$ cat src/verilog/unused_placeholder_removed.sv
// Purpose: none
// Assumes: none
// Notes:   intentionally empty
$ cat src/pkg/seq_pkg.sv
// Purpose: shared types and constants for the operand bus sequencer
// Assumes: 8-bit data, 16-bit address, one processor clock
// Notes:   mode codes are the block's own encoding of the addressing mode
package seq_pkg;

  // ************************************************************
  // widths and reset values
  // ************************************************************
  localparam int          ADDR_W     = 16;
  localparam int          DATA_W     = 8;
  localparam logic [15:0] PC_RESET   = 16'h0000; // start address after reset
  localparam logic [7:0]  PAGE_ZERO  = 8'h00;    // high byte of page zero
  localparam logic [15:0] PC_ONE     = 16'h0001; // program counter step

  // ************************************************************
  // addressing modes
  // ************************************************************
  typedef enum logic [2:0] {
    MODE_IMM,
    MODE_ZP,
    MODE_ABS,
    MODE_IND_X,
    MODE_ABS_IDX,
    MODE_ZP_IDX,
    MODE_IND_Y
  } addr_mode_t;

  // decoded instruction handed in by the decoder
  typedef struct packed {
    addr_mode_t  mode;     // addressing mode
    logic        store;    // 1 = store group, 0 = operand read group
    logic        use_y;    // index register select, 1 = Y
  } instr_info_t;

  // one bus cycle as seen at the pins
  typedef struct packed {
    logic [15:0] addr;     // address bus
    logic        rd_wr;    // 1 = read, 0 = write
    logic [7:0]  wdata;    // data driven on a write
    logic        wr_en;    // data bus output enable
  } bus_cycle_t;

endpackage : seq_pkg

$ cat src/verilog/memory_operand_bus_sequencer.sv
// Purpose: bus cycle sequencer for operand read and store instructions
// Assumes: decoder supplies mode info combinationally from the opcode
// Notes:   execution of read results is left to the datapath
//
// Functional notes
// - each instruction starts with opcode fetch, read
// - zero to four address cycles, then operand read
// - read result executes during next opcode fetch
// - immediate: two cycles, operand at pc+1
// - zero page read: three cycles, high zero
// - absolute read: four cycles, next at pc+3
// - pre-indexed indirect read: six cycles, page zero
// - absolute indexed: base low plus index, carry
// - page cross adds cycle with incremented high
// - zero page indexed: four cycles, wraps in page
// - post-indexed indirect read: five or six cycles
// - post-indexed page cross adds sixth cycle
// - stores replace final read with write cycle
// - stores never overlap, never skip extra cycle
// - zero page store: three cycles
// - absolute store: four cycles
// - pre-indexed indirect store: six cycles
module memory_operand_bus_sequencer
(
  input  wire logic                core_clk,  // processor clock
  input  wire logic                rst,       // async reset, active high
  input  wire logic [7:0]          rdata,     // data bus in
  input  wire seq_pkg::instr_info_t info,     // decoded opcode info
  input  wire logic [7:0]          index_x,   // x register
  input  wire logic [7:0]          index_y,   // y register
  input  wire logic [7:0]          store_val, // register to store
  output      seq_pkg::bus_cycle_t bus,       // address, r/w, write data
  output      logic                opcode_fetch, // this cycle fetches opcode
  output      logic [7:0]          opcode_r,  // latched opcode
  output      logic                operand_valid, // operand ready pulse
  output      logic [7:0]          operand_r, // operand for execution
  output      logic [2:0]          cycle_step_number // current step
);

  // ************************************************************
  // state
  // ************************************************************
  logic [15:0]          pc_r, pc_nxt;           // program counter
  logic [2:0]           step_r, step_nxt;       // cycle step counter
  seq_pkg::instr_info_t inst_r, inst_nxt;       // info held for the op
  logic [7:0]           base_addr_low_r, base_addr_low_nxt;
  logic [7:0]           base_addr_high_r, base_addr_high_nxt;
  logic [7:0]           indirect_ptr_low_r, indirect_ptr_low_nxt;
  logic                 carry_r, carry_nxt;     // low byte add carry
  logic [7:0]           opcode_nxt;
  logic [7:0]           operand_nxt;
  logic                 operand_valid_nxt;
  logic                 operand_valid_r;
  seq_pkg::bus_cycle_t  bus_r, bus_nxt;         // registered pin values

  // ************************************************************
  // helpers
  // ************************************************************
  // low byte add with carry out, shared by all four indexed modes
  function automatic logic [8:0] add_low(input logic [7:0] a,
                                         input logic [7:0] b);
    add_low = {1'b0, a} + {1'b0, b};
  endfunction : add_low

  // read cycle at a given address
  function automatic seq_pkg::bus_cycle_t rd_at(input logic [15:0] a);
    rd_at = '{addr: a, rd_wr: 1'b1, wdata: 8'h00, wr_en: 1'b0};
  endfunction : rd_at

  logic [7:0] idx;       // selected index register
  logic [8:0] sum_low;   // base low plus index
  logic       last;      // this step ends the instruction
  logic       final_acc; // the step that takes or writes the operand

  assign idx = inst_r.use_y ? index_y : index_x;

  // ************************************************************
  // sequencer next state
  // ************************************************************
  // bus_r holds the cycle now on the pins; the comb block decides
  // what the next cycle drives, so addresses come from flip-flops
  always_comb
  begin
    pc_nxt               = pc_r;
    step_nxt             = step_r + 3'h1;
    inst_nxt             = inst_r;
    base_addr_low_nxt    = base_addr_low_r;
    base_addr_high_nxt   = base_addr_high_r;
    indirect_ptr_low_nxt = indirect_ptr_low_r;
    carry_nxt            = carry_r;
    opcode_nxt           = opcode_r;
    operand_nxt          = operand_r;
    operand_valid_nxt    = 1'b0;
    last                 = 1'b0;
    final_acc            = 1'b0;
    sum_low              = add_low(base_addr_low_r, idx);
    bus_nxt              = rd_at(pc_r);

    if (step_r == 3'h0)
    begin
      // opcode on data bus now; latch it and its decoded mode
      opcode_nxt = rdata;
      inst_nxt   = info;
      pc_nxt     = pc_r + seq_pkg::PC_ONE;
      bus_nxt    = rd_at(pc_r + seq_pkg::PC_ONE);
    end
    else
    begin
      unique case (inst_r.mode)
        seq_pkg::MODE_IMM:
        begin
          // step 1 read operand at pc+1
          final_acc = 1'b1;
          last      = 1'b1;
        end
        seq_pkg::MODE_ZP:
        begin
          if (step_r == 3'h1)
          begin
            // eff_addr_low fetched, next cycle hits page zero
            base_addr_low_nxt = rdata;
            bus_nxt = rd_at({seq_pkg::PAGE_ZERO, rdata});
            bus_nxt.rd_wr = ~inst_r.store;
            bus_nxt.wr_en = inst_r.store;
            bus_nxt.wdata = store_val;
          end
          else
          begin
            final_acc = 1'b1;
            last      = 1'b1;
          end
        end
        seq_pkg::MODE_ABS, seq_pkg::MODE_ABS_IDX:
        begin
          if (step_r == 3'h1)
          begin
            base_addr_low_nxt = rdata;
            bus_nxt = rd_at(pc_r + seq_pkg::PC_ONE);
          end
          else if (step_r == 3'h2)
          begin
            base_addr_high_nxt = rdata;
            if (inst_r.mode == seq_pkg::MODE_ABS)
            begin
              bus_nxt = rd_at({rdata, base_addr_low_r});
              bus_nxt.rd_wr = ~inst_r.store;
              bus_nxt.wr_en = inst_r.store;
              bus_nxt.wdata = store_val;
            end
            else
            begin
              // high byte here uses no carry yet; fixed in step 4
              carry_nxt = sum_low[8];
              bus_nxt   = rd_at({rdata, sum_low[7:0]});
              // a store always takes the extra cycle as a dummy read
              bus_nxt.rd_wr = 1'b1;
            end
          end
          else if (step_r == 3'h3 && inst_r.mode == seq_pkg::MODE_ABS_IDX
                   && (carry_r || inst_r.store))
          begin
            // page crossed or store: discard, redo with high + carry
            bus_nxt = rd_at({base_addr_high_r + {7'h00, carry_r},
                             sum_low[7:0]});
            bus_nxt.rd_wr = ~inst_r.store;
            bus_nxt.wr_en = inst_r.store;
            bus_nxt.wdata = store_val;
          end
          else
          begin
            final_acc = 1'b1;
            last      = 1'b1;
          end
        end
        seq_pkg::MODE_ZP_IDX:
        begin
          if (step_r == 3'h1)
          begin
            base_addr_low_nxt = rdata;
            bus_nxt = rd_at({seq_pkg::PAGE_ZERO, rdata});
          end
          else if (step_r == 3'h2)
          begin
            // carry dropped: index wraps inside page zero
            bus_nxt = rd_at({seq_pkg::PAGE_ZERO, sum_low[7:0]});
            bus_nxt.rd_wr = ~inst_r.store;
            bus_nxt.wr_en = inst_r.store;
            bus_nxt.wdata = store_val;
          end
          else
          begin
            final_acc = 1'b1;
            last      = 1'b1;
          end
        end
        seq_pkg::MODE_IND_X:
        begin
          if (step_r == 3'h1)
          begin
            base_addr_low_nxt = rdata;
            bus_nxt = rd_at({seq_pkg::PAGE_ZERO, rdata});
          end
          else if (step_r == 3'h2)
            bus_nxt = rd_at({seq_pkg::PAGE_ZERO, sum_low[7:0]});
          else if (step_r == 3'h3)
          begin
            indirect_ptr_low_nxt = rdata;               // eff_addr_low
            bus_nxt = rd_at({seq_pkg::PAGE_ZERO,
                             sum_low[7:0] + 8'h01});
          end
          else if (step_r == 3'h4)
          begin
            bus_nxt = rd_at({rdata, indirect_ptr_low_r});
            bus_nxt.rd_wr = ~inst_r.store;
            bus_nxt.wr_en = inst_r.store;
            bus_nxt.wdata = store_val;
          end
          else
          begin
            final_acc = 1'b1;
            last      = 1'b1;
          end
        end
        seq_pkg::MODE_IND_Y:
        begin
          if (step_r == 3'h1)
          begin
            indirect_ptr_low_nxt = rdata;
            bus_nxt = rd_at({seq_pkg::PAGE_ZERO, rdata});
          end
          else if (step_r == 3'h2)
          begin
            base_addr_low_nxt = rdata;
            bus_nxt = rd_at({seq_pkg::PAGE_ZERO,
                             indirect_ptr_low_r + 8'h01});
          end
          else if (step_r == 3'h3)
          begin
            base_addr_high_nxt = rdata;
            carry_nxt = sum_low[8];
            bus_nxt   = rd_at({rdata, sum_low[7:0]});
          end
          else if (step_r == 3'h4 && (carry_r || inst_r.store))
          begin
            bus_nxt = rd_at({base_addr_high_r + {7'h00, carry_r},
                             sum_low[7:0]});
            bus_nxt.rd_wr = ~inst_r.store;
            bus_nxt.wr_en = inst_r.store;
            bus_nxt.wdata = store_val;
          end
          else
          begin
            final_acc = 1'b1;
            last      = 1'b1;
          end
        end
        default:
        begin
          // unused mode code: end the instruction at once
          last = 1'b1;
        end
      endcase
    end

    if (last)
    begin
      // next opcode address follows the last instruction byte
      step_nxt = 3'h0;
      bus_nxt  = rd_at(pc_nxt);
      if (inst_r.mode == seq_pkg::MODE_IMM)
      begin
        pc_nxt  = pc_r + seq_pkg::PC_ONE;
        bus_nxt = rd_at(pc_nxt);
      end
      // operand bytes consumed beyond the opcode bump pc
      unique case (inst_r.mode)
        seq_pkg::MODE_ABS, seq_pkg::MODE_ABS_IDX:
          pc_nxt = pc_r + 16'h0002;
        seq_pkg::MODE_IMM:
          pc_nxt = pc_r + seq_pkg::PC_ONE;
        default:
          pc_nxt = pc_r + seq_pkg::PC_ONE;
      endcase
      bus_nxt = rd_at(pc_nxt);
      if (final_acc && !inst_r.store)
      begin
        // executes while next opcode is fetched, no extra cycle
        operand_nxt       = rdata;
        operand_valid_nxt = 1'b1;
      end
    end
  end

  // ************************************************************
  // registers
  // ************************************************************
  always_ff @(posedge core_clk or posedge rst)
  begin
    if (rst)
    begin
      pc_r               <= seq_pkg::PC_RESET;
      step_r             <= 3'h0;
      inst_r             <= '0;
      base_addr_low_r    <= 8'h00;
      base_addr_high_r   <= 8'h00;
      indirect_ptr_low_r <= 8'h00;
      carry_r            <= 1'b0;
      opcode_r           <= 8'h00;
      operand_r          <= 8'h00;
      operand_valid_r    <= 1'b0;
      bus_r              <= '{addr: seq_pkg::PC_RESET, rd_wr: 1'b1,
                              wdata: 8'h00, wr_en: 1'b0};
    end
    else
    begin
      pc_r               <= pc_nxt;
      step_r             <= step_nxt;
      inst_r             <= inst_nxt;
      base_addr_low_r    <= base_addr_low_nxt;
      base_addr_high_r   <= base_addr_high_nxt;
      indirect_ptr_low_r <= indirect_ptr_low_nxt;
      carry_r            <= carry_nxt;
      opcode_r           <= opcode_nxt;
      operand_r          <= operand_nxt;
      operand_valid_r    <= operand_valid_nxt;
      bus_r              <= bus_nxt;
    end
  end

  // ************************************************************
  // outputs
  // ************************************************************
  assign bus               = bus_r;
  assign cycle_step_number = step_r;
  assign opcode_fetch      = (step_r == 3'h0);
  assign operand_valid     = operand_valid_r;

endmodule : memory_operand_bus_sequencer

$ cat config.mk
export PLATFORM = sky130hd
export DESIGN_NAME = memory_operand_bus_sequencer
export DESIGN_NICKNAME = d
export VERILOG_FILES = /design/src/verilog/unused_placeholder_removed.sv /design/src/pkg/seq_pkg.sv /design/src/verilog/memory_operand_bus_sequencer.sv
export SDC_FILE = /design/constraint.sdc
export NUM_CORES = 1
export LEC_CHECK = 0
export BUFFER_PORTS_ARGS = -buffer_cell sky130_fd_sc_hd__buf_2
export CAP_MARGIN = 15
export CELL_PAD_IN_SITES_DETAIL_PLACEMENT = 0
export CELL_PAD_IN_SITES_GLOBAL_PLACEMENT = 2
export CORE_AREA = 2 2 144 146
export CTS_BUF_LIST = sky130_fd_sc_hd__clkbuf_8
export DETAILED_ROUTE_END_ITERATION = 8
export DIE_AREA = 0 0 146 148
export PLACE_DENSITY_LB_ADDON = 0.3
export SYNTH_ARGS = -nofsm -noshare
export SYNTH_HDL_FRONTEND = slang
export SYNTH_SLANG_ARGS = --single-unit
$ cat constraint.sdc
create_clock -name core_clk -period 6.3 [get_ports core_clk]
set_clock_uncertainty 0.15 [all_clocks]
set_input_delay 0.63 -clock core_clk [delete_from_list [all_inputs] [get_ports core_clk]]
set_output_delay 0.63 -clock core_clk [all_outputs]
set_load 0.02 [all_outputs]
==> results.txt <==
number of global-route vias before repair -> 6,541
CTS tree -> yes
compound-gate portion of the synthesized area -> 0.231
antenna violations before repair -> 0
Worst EP arrival -> 4.02 ns
R2R depth -> 8
clk slew on worst S/H paths -> 0.10 ns
Vias/cell -> 5.95
largest family of logic cells by synthesized area -> compound AO/OA/AOI/OAI gates
total CTS buffers -> 9
Final period util -> 0.623
post-cts resize count -> 0
Mapped Area -> 0.00696 mm²
H-tree Lvls -> 3
unrepaired setup endpoints after global routing -> no
Root Driver -> clkbuf_8
Pre-Repair DR Iteration Count -> 5
worst skew pair latency -> 0.40 ns
share of cells above drive strength 1 -> 0.211
area growth from synthesis to layout -> 10.5%
worst reg-to-reg setup slack -> 2.38 ns
Syn Nets -> 869
die height -> 148 µm
sequential area share after synthesis -> 0.331
Post-synth EDFFs -> 0
DIE AREA -> 0.0216 mm²
DRC -> 0
core area -> 0.0200 mm²
pwr dens -> 604 mW/mm²
status -> complete, no violations
Leak -> 3.37 nW
global route overflow -> 0
Routed WL -> 26,100 µm
RD Place Congestion -> 0.953
synth top area cells -> dfrtp_1 (33%), mux2_2 (5.8%), nand2_1 (5.6%)
Setup Buffers After CTS -> 0
Sinks on Clock Net -> 92
Setup CP Type -> flip-flop to flip-flop
site row count -> 52
syn avg cell area -> 8.59 µm²
startpoint types -> flip-flop
port bufs -> 85
starting density of the core -> 0.347
area leader, netlist -> dfrtp_1
XOR/XNOR Fraction of Synth Area -> 0.0577
slew margin rel. -> 0.261
Post-synth top flop -> dfrtp_1
adder-cell share of the synthesized area -> 0.0370
Worst-Margin Slew -> 1.11 ns
Post-DRT Antenna Nets -> 0
most numerous cell in the Yosys netlist -> nand2_1
Yosys reg bits -> 92
min Tclk post-route -> 3.92 ns
endpoints failing hold -> 0
YS warnings -> 0
Synth Instances -> 810
nets -> 909
asr flop ratio synth -> 1.00
crit end category -> flip-flop
Req. time, crit path -> 6.39 ns
synth cell count leaders -> nand2_1 (103), dfrtp_1 (91), nor2_1 (62)
Max Root-Sink Buffers -> 2
FF-to-FF Start -> cycle_step_number[1]
Fin Setup TNS -> 0 ns
Die Width -> 146 µm
Hold Crit Class -> input pin to asynchronous set/reset pin
Vias -> 6,695
Max Slew Vio Count -> 0
CP Max Fanout -> 22
largest net degree at the start of global routing -> 64
maximum vdd drop -> 298 µV
area share of the largest cell type after synthesis -> 0.327
hpwl dp -> 19,000 µm
Wirelength per Cell -> 23.2 µm
Post-Place Worst Slack -> 2.43 ns
cts hold-fix bufs -> 0
Max Freq -> 255 MHz
setup ws final -> 2.38 ns
DRT iter0 DRCs -> 603
Max-Cap Viols -> 0
number of distinct library cells after synthesis -> 83
final setup vio count -> 0
reg-to-reg critical path endpoint -> bus[19]
IO Count -> 86
Post-Synth Simple-Gate Area -> 0.200
post-synthesis mux area share -> 0.0962
Tot GR Track Use -> 0.242
first-pass GRT wire length -> 40,200 µm
cells by family after synthesis:
kind of cell / Yosys count
xor+xnor: 45
simple gates: 287
buf+inv: 75
fa+ha+maj: 20
flops: 92
compound gates: 233
mux: 58
placed cells by master, fill, tap and decap left out, types with 5 or more instances in the layout:
cell / Yosys / layout
a211oi_1: 10 / 10
a21o_1: 9 / 9
a21oi_1: 37 / 37
a221oi_1: 11 / 11
a311oi_1: 6 / 6
a31oi_1: 14 / 14
and2_1: 12 / 12
and3_1: 11 / 11
buf_2: 18 / 85
buf_4: 3 / 6
clkbuf_8: 0 / 9
dfrtp_1: 91 / 91
ha_1: 19 / 19
inv_1: 10 / 9
mux2_2: 36 / 36
mux2_4: 8 / 8
mux2i_1: 13 / 13
nand2_1: 103 / 103
nand2b_1: 8 / 8
nand3_1: 23 / 23
nand4_1: 6 / 6
nor2_1: 62 / 61
nor2b_1: 5 / 5
nor3_1: 15 / 15
o211ai_1: 10 / 10
o21ai_0: 50 / 50
o21ai_1: 11 / 11
o221ai_1: 12 / 12
o22ai_1: 9 / 9
o31ai_1: 5 / 5
or3_1: 10 / 10
xnor2_1: 29 / 29
xor2_1: 15 / 15
through the flow:
stage,instance area (µm²),utilization,cells,total power [mW],hold WS (ns)
finish,7690,0.384,1126,4.65,0.0640
global route,7690,0.384,1125,4.97,0.0847
CTS,7690,0.384,1125,4.63,0.0705
detailed placement,7490,0.374,1109,4.20,0.310
global placement,7490,0.374,1109,4.18,0.306
floorplan,6960,-,810,3.25,0.336
worst max-delay path: stages (launching register included):
cell	delay (ns)
dfrtp_1	0.43
inv_1	0.10
ha_1	0.41
o21ba_1	0.61
a211oi_2	0.11
a311oi_1	0.46
nand2_1	0.72
a2111oi_0	0.69
a21oi_1	0.08
power by group:
group	internal, mW	switching (mW)	leakage [nW]
combinational	1.07	1.95	2.12
sequential	0.832	0.380	1.15
clock	0.157	0.254	0.0986
total	2.06	2.59	3.37
final cells by class:
cell class / count / area [µm²]
well taps: 270 / 338
fillers: 2131 / 12300
clock inverters: 7 / 75.1
inverters: 13 / 51.3
diodes: 1 / 2.50
flip-flops and latches: 92 / 2300
repair buffers: 91 / 470
clock buffers: 9 / 124
multi-input cells: 643 / 4330
how the worst max path moves through the flow:
stage / start / to / slack, ns / depth (start not counted)
3_5_place_dp: cycle_step_number[1] / bus[19] / 2.43 / 8
4_1_cts: cycle_step_number[1] / bus[19] / 2.44 / 8
5_1_grt: cycle_step_number[1] / bus[19] / 2.08 / 8
3_3_place_gp: cycle_step_number[1] / bus[19] / 2.48 / 8
2_1_floorplan: inst_r[0] / bus[17] / 2.89 / 10
6_report: cycle_step_number[1] / bus[19] / 2.38 / 8
sequential cells by signal, indices dropped and copies added, names as in the netlist:
register	cells
carry_r	1
base_addr_high_r	8
cycle_step_number	3
bus	26
operand_r	8
indirect_ptr_low_r	8
inst_r	5
operand_valid	1
pc_r	16
base_addr_low_r	8
opcode_r	8
layer usage:
metal  share of wire  track usage
met5               0            0
met4           0.035       0.0971
met3           0.063       0.0429
met2            0.44        0.372
met1            0.46        0.339
No activity file was read; power rests on OpenSTA's default activity.
